File: src/bee_map.svh
`ifndef BEE_MAP_SVH
`define BEE_MAP_SVH
`define BEE_CLK_HZ 25000000
`define BEE_WRITE_CYCLE_US 1000
`define BEE_POWER_ON_US 5000
`define BEE_CLEAR_PULSE_US 10000
`define BEE_READ_ACCESS_NS 250
`define BEE_WRITE_PULSE_NS 120
`define BEE_ID_BASE 11'h7e0
`define BEE_MSB 7
`endif

File: src/bee_pkg.sv
`default_nettype none
package bee_pkg;
  typedef enum logic [6:0] {
    BEE_IDLE = 7'h01,
    BEE_RD = 7'h02,
    BEE_WR = 7'h04,
    BEE_WAIT = 7'h08,
    BEE_POLL = 7'h10,
    BEE_CLR = 7'h20,
    BEE_DONE = 7'h40
  } bee_state_t;
  typedef enum logic [1:0] {
    BEE_OP_READ = 2'h0,
    BEE_OP_WRITE = 2'h1,
    BEE_OP_CLEAR = 2'h2
  } bee_op_t;
endpackage
`default_nettype wire

File: src/bee_host.sv
// Operation
// - write is strobe low, select low, gate high
// - host detects end via busy or polling
// - gate at 12 V plus 10 ms strobe clears
// - address pin nine high reaches id area
`include "bee_map.svh"
`default_nettype none
module bee_host #(
  parameter int unsigned POWER_ON_CYC = (`BEE_POWER_ON_US * (`BEE_CLK_HZ / 1000000)),
  parameter int unsigned WRITE_MAX_CYC = (`BEE_WRITE_CYCLE_US * (`BEE_CLK_HZ / 1000000)),
  parameter int unsigned CLEAR_CYC = (`BEE_CLEAR_PULSE_US * (`BEE_CLK_HZ / 1000000)),
  parameter bit USE_BUSY_PIN = 1'b1
) (
  input wire logic clk,
  input wire logic reset,
  input wire logic req_valid,
  input wire bee_pkg::bee_op_t req_op,
  input wire logic req_id_area,
  input wire logic [10:0] req_addr,
  input wire logic [7:0] req_wdata,
  output logic req_ready,
  output logic rsp_valid,
  output logic [7:0] rsp_rdata,
  output logic rsp_timeout,
  output logic mem_addr,
  output logic [10:0] mem_a,
  output logic mem_chip_sel_n,
  output logic mem_out_gate_n,
  output logic mem_out_gate_hv,
  output logic mem_wr_strobe_n,
  output logic mem_address_pin_nine_hv,
  output logic [7:0] mem_dq_o,
  output logic mem_dq_oe,
  input wire logic [7:0] mem_dq_i,
  input wire logic mem_ready_busy_n
);
  import bee_pkg::*;
  localparam int unsigned RD_CYC = (`BEE_READ_ACCESS_NS * (`BEE_CLK_HZ / 1000000) + 999) / 1000 + 1;
  localparam int unsigned WP_CYC = (`BEE_WRITE_PULSE_NS * (`BEE_CLK_HZ / 1000000) + 999) / 1000;
  localparam int CW = 32;

  bee_state_t state_q, state_d;
  logic [CW-1:0] cnt_q, wait_q;
  logic [7:0] dq_s1_q, dq_s2_q, wdata_q;
  logic rb_s1_q, rb_s2_q;
  logic por_done_q, wr_timed_q;
  logic [10:0] a_q;
  logic idsel_q;
  logic [CW-1:0] wd_q;
  logic wd_hit_q;

  function automatic logic [CW-1:0] to_cw(input int unsigned v);
    return CW'(v);
  endfunction

  // two flops on every pin input; nothing reads the first
  always_ff @(posedge clk) begin
    dq_s1_q <= mem_dq_i;
    dq_s2_q <= dq_s1_q;
    rb_s1_q <= mem_ready_busy_n;
    rb_s2_q <= rb_s1_q;
  end

  // no write until the power-on delay has elapsed; also ramp
  always_ff @(posedge clk) begin
    if (reset) begin
      wait_q <= '0;
      por_done_q <= 1'b0;
    end else if (!por_done_q) begin
      wait_q <= wait_q + 1'b1;
      por_done_q <= (wait_q >= to_cw(POWER_ON_CYC) - 1'b1);
    end
  end

  // poll reads true msb when programming finished
  wire poll_done = (dq_s2_q[`BEE_MSB] == wdata_q[`BEE_MSB]);
  wire busy_done = rb_s2_q;
  wire end_seen = USE_BUSY_PIN ? busy_done : poll_done;
  wire cnt_zero = (cnt_q == '0);
  wire wr_ok = por_done_q;
  wire take = req_valid && req_ready;

  always_comb begin
    state_d = state_q;
    case (state_q)
      BEE_IDLE: begin
        if (take) begin
          case (req_op)
            BEE_OP_READ: state_d = BEE_RD;
            BEE_OP_WRITE: state_d = BEE_WR;
            BEE_OP_CLEAR: state_d = BEE_CLR;
            default: state_d = BEE_IDLE;
          endcase
        end
      end
      BEE_RD: if (cnt_zero) state_d = BEE_DONE;
      BEE_WR: if (cnt_zero) state_d = BEE_WAIT;
      BEE_WAIT: if (cnt_zero) state_d = BEE_POLL;
      BEE_POLL: if (cnt_zero && (end_seen || wr_timed_q)) state_d = BEE_DONE;
      BEE_CLR: if (cnt_zero) state_d = BEE_WAIT;
      BEE_DONE: state_d = BEE_IDLE;
      default: state_d = BEE_IDLE;
    endcase
  end

  always_ff @(posedge clk) begin
    if (reset) begin
      state_q <= BEE_IDLE;
      cnt_q <= '0;
      wr_timed_q <= 1'b0;
      wdata_q <= 8'h00;
      a_q <= 11'h000;
      idsel_q <= 1'b0;
    end else begin
      state_q <= state_d;
      if (take) begin
        a_q <= req_addr;
        wdata_q <= req_wdata;
        idsel_q <= req_id_area;
      end
      if (!cnt_zero) cnt_q <= cnt_q - 1'b1;
      case (state_d)
        BEE_RD: if (state_q == BEE_IDLE) cnt_q <= to_cw(RD_CYC);
        BEE_WR: if (state_q == BEE_IDLE) cnt_q <= to_cw(WP_CYC);
        BEE_CLR: if (state_q == BEE_IDLE) cnt_q <= to_cw(CLEAR_CYC);
        BEE_WAIT: if (state_q != BEE_WAIT) cnt_q <= to_cw(RD_CYC);
        // device ends within the write cycle limit; then give up waiting
        BEE_POLL: if (state_q == BEE_WAIT) cnt_q <= to_cw(RD_CYC);
        default: ;
      endcase
      if (state_q == BEE_POLL && cnt_zero && !(end_seen || wr_timed_q)) cnt_q <= to_cw(RD_CYC);
      if (state_q == BEE_WAIT && state_d == BEE_POLL) wr_timed_q <= 1'b0;
      else if (state_q == BEE_POLL && wd_hit_q) wr_timed_q <= 1'b1;
    end
  end

  // write watchdog, separate counter so polling restarts do not reset it
  always_ff @(posedge clk) begin
    if (reset || state_q == BEE_IDLE) begin
      wd_q <= '0;
      wd_hit_q <= 1'b0;
    end else if (state_q == BEE_POLL && !wd_hit_q) begin
      wd_q <= wd_q + 1'b1;
      wd_hit_q <= (wd_q >= to_cw(WRITE_MAX_CYC));
    end
  end
  wire timeout_now = wd_hit_q && !end_seen;

  // pin drive, registered
  // gate and data stay put one cycle after the strobe rises, so the latched byte keeps its hold time
  wire rd_phase = (state_d == BEE_RD) || (state_d == BEE_POLL) || (state_d == BEE_WAIT && state_q == BEE_WAIT);
  wire clr_phase = (state_d == BEE_CLR);
  always_ff @(posedge clk) begin
    if (reset) begin
      mem_a <= 11'h000;
      mem_chip_sel_n <= 1'b1;
      mem_out_gate_n <= 1'b1;
      mem_out_gate_hv <= 1'b0;
      mem_wr_strobe_n <= 1'b1;
      mem_address_pin_nine_hv <= 1'b0;
      mem_dq_o <= 8'h00;
      mem_dq_oe <= 1'b0;
      req_ready <= 1'b0;
      rsp_valid <= 1'b0;
      rsp_rdata <= 8'h00;
      rsp_timeout <= 1'b0;
      mem_addr <= 1'b0;
    end else begin
      mem_a <= take ? req_addr : a_q;
      mem_address_pin_nine_hv <= take ? req_id_area : (state_d != BEE_IDLE && idsel_q);
      mem_chip_sel_n <= (state_d == BEE_IDLE) || (state_d == BEE_DONE);
      mem_out_gate_n <= !rd_phase;
      mem_out_gate_hv <= clr_phase;
      mem_wr_strobe_n <= !((state_d == BEE_WR) || clr_phase) || !wr_ok;
      mem_dq_o <= take ? req_wdata : wdata_q;
      mem_dq_oe <= (state_d == BEE_WR) || (state_q == BEE_WR);
      // ready must not follow req_op: a ready raised for a read would let an early write through
      req_ready <= (state_d == BEE_IDLE) && !take && por_done_q;
      rsp_valid <= (state_d == BEE_DONE);
      rsp_timeout <= (state_d == BEE_DONE) && timeout_now;
      mem_addr <= (state_d != BEE_IDLE);
      if (state_q == BEE_RD && cnt_zero) rsp_rdata <= dq_s2_q;
      else if (state_q == BEE_POLL && state_d == BEE_DONE) rsp_rdata <= dq_s2_q;
    end
  end

  a_no_drive_read: assert property (@(posedge clk) disable iff (reset)
    !mem_out_gate_n |-> !mem_dq_oe) else $error("host drives data while gate low");
  a_write_gate_high: assert property (@(posedge clk) disable iff (reset)
    !mem_wr_strobe_n |-> (mem_out_gate_n && !mem_chip_sel_n)) else $error("strobe without select or gate high");
  a_por_blocks_wr: assert property (@(posedge clk) disable iff (reset)
    !por_done_q |-> mem_wr_strobe_n) else $error("write before power-on delay");
  a_data_stable_wr: assert property (@(posedge clk) disable iff (reset)
    (!mem_wr_strobe_n && !mem_out_gate_hv) |=> $stable(mem_dq_o) || mem_wr_strobe_n) else $error("data moved in pulse");
  a_addr_stable_cyc: assert property (@(posedge clk) disable iff (reset)
    (!mem_chip_sel_n && !$rose(mem_chip_sel_n) && !$fell(mem_chip_sel_n)) |-> $stable(mem_a)) else $error("address moved");
  a_no_next_busy: assert property (@(posedge clk) disable iff (reset)
    (state_q == BEE_POLL && !end_seen && !wd_hit_q) |=> state_q == BEE_POLL) else $error("left poll while busy");
  a_clear_hv: assert property (@(posedge clk) disable iff (reset)
    mem_out_gate_hv |-> (!mem_chip_sel_n && !mem_dq_oe)) else $error("clear without select");
  a_id_held: assert property (@(posedge clk) disable iff (reset)
    (state_q == BEE_WR) |-> mem_address_pin_nine_hv == idsel_q) else $error("id pin changed");
  a_poll_gives_up: assert property (@(posedge clk) disable iff (reset)
    (state_q == BEE_POLL && wr_timed_q && cnt_zero) |=> state_q == BEE_DONE) else $error("poll did not give up");
  a_timeout_pair: assert property (@(posedge clk) disable iff (reset)
    rsp_timeout |-> rsp_valid) else $error("timeout flag without response");

  c_read: cover property (@(posedge clk) state_q == BEE_RD ##[1:20] rsp_valid);
  c_write: cover property (@(posedge clk) state_q == BEE_WR ##[1:1000] state_q == BEE_POLL);
  c_clear: cover property (@(posedge clk) state_q == BEE_CLR);
  c_timeout: cover property (@(posedge clk) rsp_valid && rsp_timeout);
endmodule // bee_host
`default_nettype wire

File: config.mk
export PLATFORM = sky130hd
export DESIGN_NAME = bee_host
export DESIGN_NICKNAME = d
export VERILOG_FILES = /design/src/bee_pkg.sv /design/src/bee_host.sv
export VERILOG_INCLUDE_DIRS = /design/src
export SDC_FILE = /design/constraint.sdc
export NUM_CORES = 1
export LEC_CHECK = 0
export ABC_AREA = 1
export BUFFER_PORTS_ARGS = -buffer_cell sky130_fd_sc_hd__buf_2
export CELL_PAD_IN_SITES_DETAIL_PLACEMENT = 2
export CELL_PAD_IN_SITES_GLOBAL_PLACEMENT = 2
export CORE_MARGIN = 2
export CORE_UTILIZATION = 34
export CTS_CLUSTER_SIZE = 25
export DETAILED_ROUTE_END_ITERATION = 7
export GPL_ROUTABILITY_DRIVEN = 0
export PLACE_DENSITY = 0.83
export SLEW_MARGIN = 20
export SYNTH_ARGS = -nofsm -noshare
export SYNTH_HDL_FRONTEND = slang
export SYNTH_SLANG_ARGS = --single-unit
File: constraint.sdc
create_clock -name clk -period 2 [get_ports clk]
set_input_delay 0.1 -clock clk [delete_from_list [all_inputs] [get_ports clk]]
set_output_delay 0.1 -clock clk [all_outputs]
set_load 0.02 [all_outputs]
Word level (Yosys, flattened, before mapping)

Index checks and enable logic that the tools add are counted.

Eq/ne operators: 17
Div/mod/pow operators: 0
Mux-type cells: 19
Bitwise operators: 0
Shift-type cells: 0
Magnitude comparators: 2
$add $sub $neg: 3
Multiply operators: 0
Reductions and logical operators: 36

Operators with widths:

| operator                                                            | number |
|---|---|
| two-way mux 32 bit                                                  | 6 |
| case mux 32 bit (5 select lines)                                    | 1 |
| adder 32 x 1 -> 32 bit, second input constant                       | 2 |
| two-way mux 7 bit                                                   | 5 |
| case mux 7 bit (5 select lines)                                     | 1 |
| greater-or-equal comparator 32 x 15 -> 1 bit, second input constant | 1 |
| greater-or-equal comparator 32 x 17 -> 1 bit, second input constant | 1 |
| logical NOT 32 bit                                                  | 1 |
| subtractor 32 x 1 -> 32 bit, second input constant                  | 1 |
| case mux 6 bit (3 select lines)                                     | 1 |
| two-way mux 8 bit                                                   | 2 |
| logical AND 1 bit                                                   | 15 |
| equality test 7 x 1 -> 1 bit, second input constant                 | 2 |
| equality test 7 x 2 -> 1 bit, second input constant                 | 2 |
| equality test 7 x 3 -> 1 bit, second input constant                 | 2 |
| equality test 7 x 4 -> 1 bit, second input constant                 | 2 |
| equality test 7 x 5 -> 1 bit, second input constant                 | 2 |
| equality test 7 x 6 -> 1 bit, second input constant                 | 2 |
| logical OR 1 bit                                                    | 8 |
| equality test 7 bit, second input constant                          | 1 |
| logical NOT 1 bit                                                   | 7 |
| != test 7 x 1 -> 1 bit, second input constant                       | 1 |
| != test 7 x 4 -> 1 bit, second input constant                       | 1 |
| OR reduction 2 bit                                                  | 3 |
| 6 further kinds                                                     | 7 |

Bits in registers: 162
Bits in writable memories: 0
ROM bits: 0
Latch bits: 0
Memories kept: 0

Logic depth before layout (Yosys ltp)

Gate-level depths: netlist of the first run.

Word-level depth: 8
Mapped depth: 15

Least setup slack after synthesis of the first run

OpenSTA, ideal clock, no wires.

Kind: reg2reg
From: register cnt_q[0]
To: register cnt_q[9]
Slack: 0.151 ns
Data arrival time: 1.730 ns
Stages on the path, launching flop included: 15
Data required time: 1.881 ns
Library setup time: 0.119 ns
Cells stage by stage: dfxtp_1 -> inv_1 -> ha_1 -> nand2_1 -> nor2_2 -> nand2_4 -> inv_2 -> nand2_2 -> nand3_2 -> nand2_2 -> nor2_4 -> nand2_4 -> nand2_4 -> buf_8 -> nor2_4

Longest elaborated chain between the ends: 6

Ends and longest elaborated chain:

| element                                                                             | RTL line        | RTL |
|---|---|---|
| from (decl)                                                                         | bee_host.sv:43  | `logic [CW-1:0] cnt_q, wait_q;` |
| from (signal assigned)                                                              | bee_host.sv:121 | `if (!cnt_zero) cnt_q <= cnt_q - 1'b1;` |
| from (signal assigned)                                                              | bee_host.sv:123 | `BEE_RD: if (state_q == BEE_IDLE) cnt_q <= to_cw(RD_CYC);` |
| from (signal assigned)                                                              | bee_host.sv:124 | `BEE_WR: if (state_q == BEE_IDLE) cnt_q <= to_cw(WP_CYC);` |
| parallel branches: the longest is 6 deep, another holds subtractor 32 x 1 -> 32 bit | -               |  |

Parallel ways; which one is timed is not known.
A chain may end at the register's enable or synchronous reset.

Worst setup path after layout of the first run

From: register cnt_q[6]
To: register cnt_q[29]

Same word-level chain as after synthesis.

==> metrics, run 1 <==
mapped cell area=7810 µm²; Crit path max-delay family=simple AND/OR/NAND/NOR gates; # DRC=0; Fillers=2,508; # H-tree levels=4; DR WL/cell=32.6 µm; Critical Path Start Type=flop; Worst Setup End Kind=flop; sum of negative setup slack=-10.74 ns; Hold Violations, Final=0; Synth cell types=46; crit path launch=cnt_q[6]; Hold Crit Depth=4; Mapped Cells=between 1,000 and 1,500; ordered list of cells on the worst path=buf_4 -> nor2_2 -> and2_1 -> inv_1 -> nor2_2 -> nand2_1 -> nor4_1 -> xor2_1 -> nand2_1 -> nor2_4; RSZ-0062 raised after global routing=true; vias=9,659; global-route usage over all layers=35.7%; Pwr Density=1450 nW/µm²; CP Class=reg -> reg; outcome=finished with violations; #FFs+latches synth=162; largest buffer count on any clock path=2; gr ovfl total=0; crit path time final=between 2 and 2.5 ns; Crit path buffers/inverters=2; clock buffer count from CTS=17; root buf cell=clkbuf_16; placed inst area=9020 µm²; Core ar.=22,600 µm²; Avg Inst Size Synth=between 7 and 8 µm²; layout cells sized above 1=35.8%; top cells by area, synth=dfxtp_1 42%, nor2_1 9.7%, nand2_1 9.1%; Final #Nets=about 1,300; final setup fails=65; clk slew on worst S/H paths=0.09 ns; Slew HR=63.9%; Hold Crit Start=req_valid; count leader, synth=nor2_1; Critical Path Fanout Max=3; setup ws final=-0.366 ns; Peak VDD IR=~0.68 mV; Register-to-Register Path Depth=10; area leader, netlist=dfxtp_1; Sink Count=162; flop2flop setup slack=-0.37 ns; Slew Limit Fails=0; Crit-path slowest cell=nor4_1; Initial Util=34.6%; post-synthesis sequential area ratio=41.5%; Row Count=55; failing checks=setup timing; IO Pins=71; HPWL after detailed placement=roughly 21 mm; WP data required=2.39 ns; vias per cell=6.03; DRT iter0 DRCs=759; Commonest cells post-synth=201 x nor2_1, 190 x nand2_1, 162 x dfxtp_1; Leakage=4.77 nW; latest clock arrival within the worst-skew pair=between 0.4 and 0.5 ns; Total Die Area=24,200 µm²; Period Utilization, post-route=118%; endpoint of the worst hold-timing path=req_ready; Post-synth EDFFs=0; Post-synth ARST share=0%; Arr. time, crit path=2.76 ns; pre-CTS setup slack=-0.0859 ns; Die Y-Extent=156 µm; fin area=11,300 µm²; HP Class=in -> reg; reg2reg start=cnt_q[6]; TritonCTS clock tree=yes; final WL=52.2 mm; first-pass iteration count of the detailed router=5; largest net degree at the start of global routing=31; worst-margin pin slew=0.540 ns; Slowest Stage Delay on Critical Path=0.37 ns; IO Port Bufs=70; Critical R2R Capture=cnt_q[29]; Synth Warn #=0; Yosys top cell area share=approximately two fifths; first-pass GRT wire length=64.6 mm; fmax=423 MHz; initial antenna violation count=3; vias in the first global route=10,200; synthesis-to-layout area growth=44.1%; main flop type after synthesis=dfxtp_1; clk_skew=0.0234 ns; Chip Width=156 µm; Mapped Nets=1,123; Post-DRT Antenna Nets=0; Max Cap Viol=0
-- where the power goes --
group	internal, mW	switching, mW	total (mW)
registers	3.53	0.392	3.92
clock network	1.71	1.98	3.68
logic	3.02	5.75	8.76
total	8.25	8.12	16.4
-- logic make-up after synthesis --
logic type,share of synthesized area (%)
and+or+nand+nor,36.1
DFF,41.5
AOI/OAI and AO/OA,9.91
buffers and inverters,6.82
xor gates and xnor gates,4.82
adders and majority gates,0.801
-- metrics by stage --
step	util, %	std cells	power [mW]	hold WS [ns]
3_5_place_dp	39.9	1492	9.24	0.205
2_1_floorplan	-	1084	7.20	0.128
6_report	49.9	1603	16.4	0.102
4_1_cts	45.3	1561	13.7	0.0542
3_3_place_gp	39.9	1492	8.95	0.202
5_1_grt	49.9	1601	16.7	0.106
-- metal layers --
metal  up-vias  GRT usage (%)  share of wire [%]
li1       3956              -                  -
met3       303           6.64                5.5
met5         -              0                  0
met2       551           65.2                 50
met1      4849           36.8                 34
met4         0           24.9                9.5
-- layout by cell type, fill, tap and decap left out, types with 21 or more instances in the layout --
cell type        n
nor2_1         150
nand2_4         21
nand2_1        156
nand3_1         45
o21ai_0         40
buf_2           70
nor2_4          54
dfxtp_1        138
dlygate4sd3_1   30
a21oi_1         42
nor2_2          37
nand2_2         29
nand4_1         34
inv_1           98
xor2_1          27
buf_4          106
-- registers in the layout, indices dropped and copies added (netlist names), 7 cells and up --
signal     count
dq_s2_q        8
mem_a         11
mem_dq_o       8
rsp_rdata      8
wd_q          32
dq_s1_q        8
state_q        7
wait_q        32
cnt_q         32
-- tightest hold or removal path, cell delays in order --
cell and delay [ns]:
buf_2 0.08, nand2_1 0.10, clkinv_1 0.17, nor4_1 0.08
-- worst max path at each step --
stage                 endpoint  cells after the start
floorplan             cnt_q[9]                     14
global placement    wait_q[28]                     11
detailed placement   cnt_q[11]                     13
CTS                  cnt_q[10]                     13
global route         cnt_q[29]                     10
finish               cnt_q[29]                     10
-- repair_timing --
item,in CTS,in global routing
cloned,1,1
hold buffers,30,0
setup endpoints to repair,48,87
pin swaps,11,54
setup buffers,6,38
endpoints found under the hold margin,31,0
gates resized for setup,67,209
-- final cells by class --
cell class	count	area, µm²	share of cell area [%]
clock buffer	17	425	3.78
inverter	114	439	3.90
timing repair buffer	220	1660	14.7
sequential	162	3300	29.3
multi-input combinational	786	4880	43.3
tap	285	357	3.17
timing repair inverter	1	7.51	0.0667
antenna	3	7.51	0.0667
clock inverter	15	191	1.70
(Power assumes the default switching activity.)
==> inputs of run 2 (changes only) <==
--- a/config.mk
+++ b/config.mk
@@ -11,11 +11,11 @@
 export CELL_PAD_IN_SITES_DETAIL_PLACEMENT = 2
 export CELL_PAD_IN_SITES_GLOBAL_PLACEMENT = 2
 export CORE_MARGIN = 2
-export CORE_UTILIZATION = 34
+export CORE_UTILIZATION = 37
 export CTS_CLUSTER_SIZE = 25
 export DETAILED_ROUTE_END_ITERATION = 7
 export GPL_ROUTABILITY_DRIVEN = 0
-export PLACE_DENSITY = 0.83
+export PLACE_DENSITY = 0.89
 export SLEW_MARGIN = 20
 export SYNTH_ARGS = -nofsm -noshare
 export SYNTH_HDL_FRONTEND = slang
==> constraint.sdc (replaced) <==
create_clock -name clk -period 3 [get_ports clk]
set_input_delay 0.15 -clock clk [delete_from_list [all_inputs] [get_ports clk]]
set_output_delay 0.15 -clock clk [all_outputs]
set_load 0.02 [all_outputs]
==> run 2 against run 1 <==
  * The flow now finishes without violations
  * Via count fell by 14%
  * Critical path depth increased by 3
  * First-iteration DRC count decreased by 42%
  * Total power shrank 49%
  * Clock power fell by 36%
  * Critical endpoint is now wait_q[29]
  * Largest cell class unchanged
  * Largest power group unchanged
==> metrics, run 2 (synthesis results as in run 1) <==
Switch Pwr=3.84 mW (-53%); TritonCTS clock tree=yes; root buf cell=clkbuf_16; Hold Crit Depth=3 (-1); vias per cell=5.67 (-5.9%); Initial Util=37.4% (+2.8 points); worst-margin pin slew=0.663 ns (+0.123 ns); Final #Nets=1,217 (-9.2%); global-route usage over all layers=34.8% (-0.92 points); Register-to-Register Path Depth=13 (+3); CP Class=reg -> reg; Worst Setup End Kind=flop; Total Die Area=22,300 µm² (-7.9%); commonest non-fill, non-tap cell in the layout=nor2_1; fmax=361 MHz (-15%); Hold Violations, Final=0 (unchanged); Arr. time, crit path=3.13 ns (+0.37 ns); Critical Path Fanout Max=5 (+2); outcome=completed; fin area=9270 µm² (-18%); Pwr Density=898 nW/µm² (-38%); Row Count=53 (-3.6%); Resize count post-CTS=0 (-100%); initial antenna violation count=1 (-2); latest clock arrival within the worst-skew pair=0.47 ns (about the same); CP dominant cell by count=nand2_1; ordered list of cells on the worst path=inv_1 -> nor2_2 -> nand2_1 -> nor2_2 -> nand2_1 -> nor2_2 -> nand2_2 -> nor2_1 -> nand4_1 -> nor2_1 -> nand2_1 -> nand2_1 -> nor2_1; final WL=38.1 mm (-27%); Critical Path Start Type=flop; # diodes=0 (-3); largest registers=cnt_q: 32 flops, wait_q: 32 flops, wd_q: 32 flops; Switching Share=46.1% (-3.5 points); Sink Count=162 (unchanged); DR WL/cell=26.0 µm (-20%); clk_skew=0.0260 ns (+0.00258 ns); sum of negative setup slack=0 ns (+10.74 ns); Leakage=3.83 nW (-20%); DRT iter0 DRCs=438 (-42%); crit path time final=2.77 ns (+0.403 ns); clk slew on worst S/H paths=0.08 ns (about the same); IO Pins=71 (unchanged); final setup fails=0 (-100%); # H-tree levels=4 (unchanged); Pint=4.49 mW (-46%); first-pass iteration count of the detailed router=5 (unchanged); Core ar.=20,900 µm² (-7.5%); Post-DRT Antenna Nets=0 (unchanged); HP Class=in -> reg; Peak VDD IR=0.355 mV (-48%); Slew Limit Fails=0 (unchanged); vias in the first global route=9,363 (-8.6%); Period Utilization, post-route=92.3% (-26 points); commonest non-fill, non-tap cells in the layout=201 x nor2_1, 190 x nand2_1, 162 x dfxtp_1, 108 x inv_1, 70 x buf_2; Slowest Stage Delay on Critical Path=0.44 ns (+0.07 ns); clock buffer count from CTS=17 (unchanged); first-pass GRT wire length=57.6 mm (-11%); Flop pwr share=30.8% (+6.9 points); Chip Width=149 µm (-4.0%); HPWL after detailed placement=20.7 mm (-1.6%); WP data required=3.36 ns (+0.97 ns); vias=8,313 (-14%); Post-CTS Setup Bufs=0 (-6); Slew HR=55.4% (-8.5 points); largest buffer count on any clock path=2 (unchanged); layout cells sized above 1=16.0% (-20 points); largest net degree at the start of global routing=35 (+13%); synthesis-to-layout area growth=18.6%; Gate power share=40.9% (-13 points); RSZ-0062 raised after global routing=false; Max Cap Viol=0 (unchanged); # DRC=0 (unchanged); placed inst area=8460 µm² (-6.2%); Crit-path slowest cell=dfxtp_1; gr ovfl total=0 (unchanged); power share of the clock group=28.3% (+5.8 points); IO Port Bufs=70 (unchanged); Die Y-Extent=149 µm (-4.0%)
## run 2: final cells by class
cell class | instances | area (µm²)
clock buffer | 17 | 425
timing repair buffer | 97 | 603
tap | 275 | 344
inverter | 114 | 428
fill | 2403 | 11600
sequential | 162 | 3240
multi-input combinational | 786 | 4040
clock inverter | 15 | 185
## run 2: metal layers
| metal | vias up | routed length (µm) | track usage [%] |
|---|---|---|---|
| li1 | 3706 | - | - |
| met5 | - | 17 | 0 |
| met2 | 292 | 19600 | 62.8 |
| met3 | 157 | 1520 | 7.03 |
| met4 | 2 | 2470 | 21.5 |
| met1 | 4156 | 14500 | 37.1 |
## run 2: power groups by stage
stage | Clock (mW) | Combinational, mW | Sequential [mW]
2_1_floorplan | 0 | 2.27 | 2.52
3_3_place_gp | 0 | 2.94 | 2.57
3_5_place_dp | 0 | 3.07 | 2.59
4_1_cts | 2.36 | 3.31 | 2.56
5_1_grt | 2.47 | 3.66 | 2.59
6_report | 2.35 | 3.41 | 2.57
## run 2: worst max-delay path: cells and delay by family, from the launching register on
| kind | cells | cell delay, ns |
|---|---|---|
| flip-flops | 1 | 0.44 |
| buffers and inverters | 1 | 0.11 |
| AND/OR/NAND/NOR | 12 | 2.12 |
## run 2: final timing paths
kind / startpoint / to / slack, ns
min reg2reg: dq_s1_q[3] / dq_s2_q[3] / 0.35
max reg2reg: wait_q[0] / wait_q[29] / 0.23
max: wait_q[0] / wait_q[29] / 0.23
min: req_addr[0] / mem_a[0] / 0.002
## run 2: stage by stage
step	hold slack, ns	power (mW)	worst slack, ns	instances	util, %
floorplan	0.178	4.80	1.15	1084	-
global placement	0.253	5.51	0.723	1414	40.5
detailed placement	0.256	5.66	0.580	1414	40.5
CTS	0.00363	8.22	0.464	1466	44.4
global route	0.0292	8.71	0.113	1466	44.4
finish	0.00164	8.32	0.231	1466	44.4
## run 2: what timing repair did
action	CTS	global route
endpoints found under the setup margin	0	0
hold endpoints to repair	20	0
hold buffers	20	0
==> inputs of run 3 (changes only) <==
--- a/config.mk
+++ b/config.mk
@@ -15,6 +15,7 @@
 export CTS_CLUSTER_SIZE = 25
 export DETAILED_ROUTE_END_ITERATION = 7
 export GPL_ROUTABILITY_DRIVEN = 0
+export HOLD_SLACK_MARGIN = 0.08
 export PLACE_DENSITY = 0.89
 export SLEW_MARGIN = 20
 export SYNTH_ARGS = -nofsm -noshare
==> constraint.sdc (replaced) <==
create_clock -name clk -period 3.58 [get_ports clk]
set_input_delay 0.179 -clock clk [delete_from_list [all_inputs] [get_ports clk]]
set_output_delay 0.179 -clock clk [all_outputs]
set_load 0.02 [all_outputs]
==> run 3 against run 2 <==
  * Critical path depth up 2
  * Cell area rose by 0.32%
  * Clock power shrank 15%
  * Die area did not move
  * Global-route usage increased by 1.1 points
  * Register-to-register slack better by 0.28 ns
  * Critical endpoint is now cnt_q[17]
  * Largest cell class unchanged
==> metrics, run 3 (synthesis results as in run 1) <==
Leakage=3.84 nW (+0.24%); IO Pins=71 (unchanged); reg2reg start=cnt_q[0]; DR WL/cell=26.6 µm (+2.2%); HP Class=in -> reg; commonest non-fill, non-tap cells in the layout=201 x nor2_1, 190 x nand2_1, 162 x dfxtp_1, 108 x inv_1, 70 x buf_2; final core occ=44.5% (+0.14 points); crit path time final=3.07 ns (+0.300 ns); vias in the first global route=9,539 (+1.9%); Critical Path Fanout Max=26 (+21); Resize count post-CTS=0 (unchanged); largest registers=cnt_q: 32 flops, wait_q: 32 flops, wd_q: 32 flops; Post-DRT Antenna Nets=0 (unchanged); global-route usage over all layers=35.9% (+1.1 points); Final #Nets=1,219 (+0.16%); # H-tree levels=4 (unchanged); Chip Width=149 µm (unchanged); Fillers=2,406 (+0.12%); final setup fails=0 (unchanged); Slew HR=31.3% (-24 points); largest net degree at the start of global routing=44 (+26%); final WL=39.0 mm (+2.3%); DRT iter0 DRCs=596 (+36%); commonest non-fill, non-tap cell in the layout=nor2_1; vias per cell=5.80 (+2.3%); Total Die Area=22,300 µm² (unchanged); HPWL after detailed placement=20.5 mm (-0.64%); Multi-input gate area=4040 µm² (unchanged); Max Cap Viol=0 (unchanged); Initial Util=37.4% (unchanged); WP data required=3.96 ns (+0.60 ns); first-pass iteration count of the detailed router=4 (-1); flop2flop setup slack=0.51 ns (+0.28 ns); latest clock arrival within the worst-skew pair=0.47 ns (about the same); Core ar.=20,900 µm² (unchanged); Pwr Density=758 nW/µm² (-16%); post-route insts no fill=1,468 (+0.14%); worst-margin pin slew=1.03 ns (+0.367 ns); sum of negative setup slack=0 ns (unchanged); Die Y-Extent=149 µm (unchanged); IO Port Bufs=70 (unchanged); Hold Violations, Final=0 (unchanged); CP Class=reg -> reg; clk slew on worst S/H paths=0.09 ns (about the same); gr ovfl total=0 (unchanged); clk_skew=0.0228 ns (-0.00314 ns); largest buffer count on any clock path=2 (unchanged); initial antenna violation count=0 (-1); Critical R2R Capture=cnt_q[17]; clock buffer count from CTS=17 (unchanged); layout cells sized above 1=15.8% (-0.28 points); Slew Limit Fails=0 (unchanged); Arr. time, crit path=3.45 ns (+0.32 ns); # diodes=0 (unchanged); Placed Cells=1,411 (-0.21%); first-pass GRT wire length=59.5 mm (+3.4%); Register-to-Register Path Depth=15 (+2); vias=8,517 (+2.5%); Period Utilization, post-route=85.7% (-6.6 points); Hold Crit Depth=3 (unchanged); Hold Crit Start=req_addr[10]; Row Count=53 (unchanged); RSZ-0062 raised after global routing=false; Sink Count=162 (unchanged); Critical Path Start Type=flop; Worst Setup End Kind=flop; outcome=completed; root buf cell=clkbuf_16; TritonCTS clock tree=yes; Register Area=3240 µm² (unchanged); fmax=326 MHz (-9.8%); synthesis-to-layout area growth=19.0%; Peak VDD IR=0.362 mV (+1.7%); # DRC=0 (unchanged); endpoint of the worst hold-timing path=mem_a[10]
## run 3: routing by layer
metal,track usage (%),vias to the layer above,part of all wire (%)
met2,65.3,310,53
met5,0,-,0
met4,21.8,0,5.5
met1,38.6,4358,38
met3,6.18,146,3.9
li1,-,3703,-
## run 3: final cells by class
cell class              instances  share of cell area, %
clock inverters                15                   2.02
well taps                     275                   3.70
repair buffers                 99                   6.78
inverters                     114                   4.60
clock buffers                  17                   4.58
flip-flops and latches        162                   34.9
multi-input cells             786                   43.4
## run 3: worst max-delay path by stage
stage               from   endpoint  cells after the start  slack, ns
4_1_cts         cnt_q[0]  cnt_q[17]                     15       0.60
3_3_place_gp    cnt_q[0]  cnt_q[11]                     13       1.05
3_5_place_dp   cnt_q[23]  cnt_q[11]                     12       0.91
5_1_grt         cnt_q[0]  cnt_q[17]                     15       0.40
2_1_floorplan   cnt_q[0]   cnt_q[9]                     14       1.73
6_report        cnt_q[0]  cnt_q[17]                     15       0.51
## run 3: through the flow
stage	power (mW)	cell area (µm²)	setup slack [ns]	hold slack (ns)
5_1_grt	7.34	9300	0.400	0.138
3_5_place_dp	4.80	8430	0.908	0.284
2_1_floorplan	4.02	7810	1.73	0.207
3_3_place_gp	4.66	8430	1.05	0.282
4_1_cts	6.93	9300	0.603	0.0880
6_report	7.05	9300	0.512	0.125
## run 3: power breakdown
group | internal, mW | leakage [nW] | switching [mW]
sequential | 1.96 | 1.32 | 0.188
clock | 0.951 | 0.294 | 1.04
combinational | 0.847 | 2.23 | 2.06
## run 3: what timing repair did
item | CTS | global route
hold buffers | 25 | 0
buffers inserted | 0 | 0
hold endpoints to repair | 25 | 0
## run 3: worst max-delay path, stage by stage (launching register included)
cell     delay (ns)
dfxtp_1        0.45
inv_1          0.19
ha_1           0.29
nand2_1        0.13
nor2_2         0.07
nand2_4        0.11
inv_2          0.04
nand2_2        0.47
nand3_1        0.25
nand2_1        0.18
inv_1          0.11
nand2_1        0.22
inv_1          0.08
nand2_1        0.11
nand2_1        0.11
a21oi_1        0.18
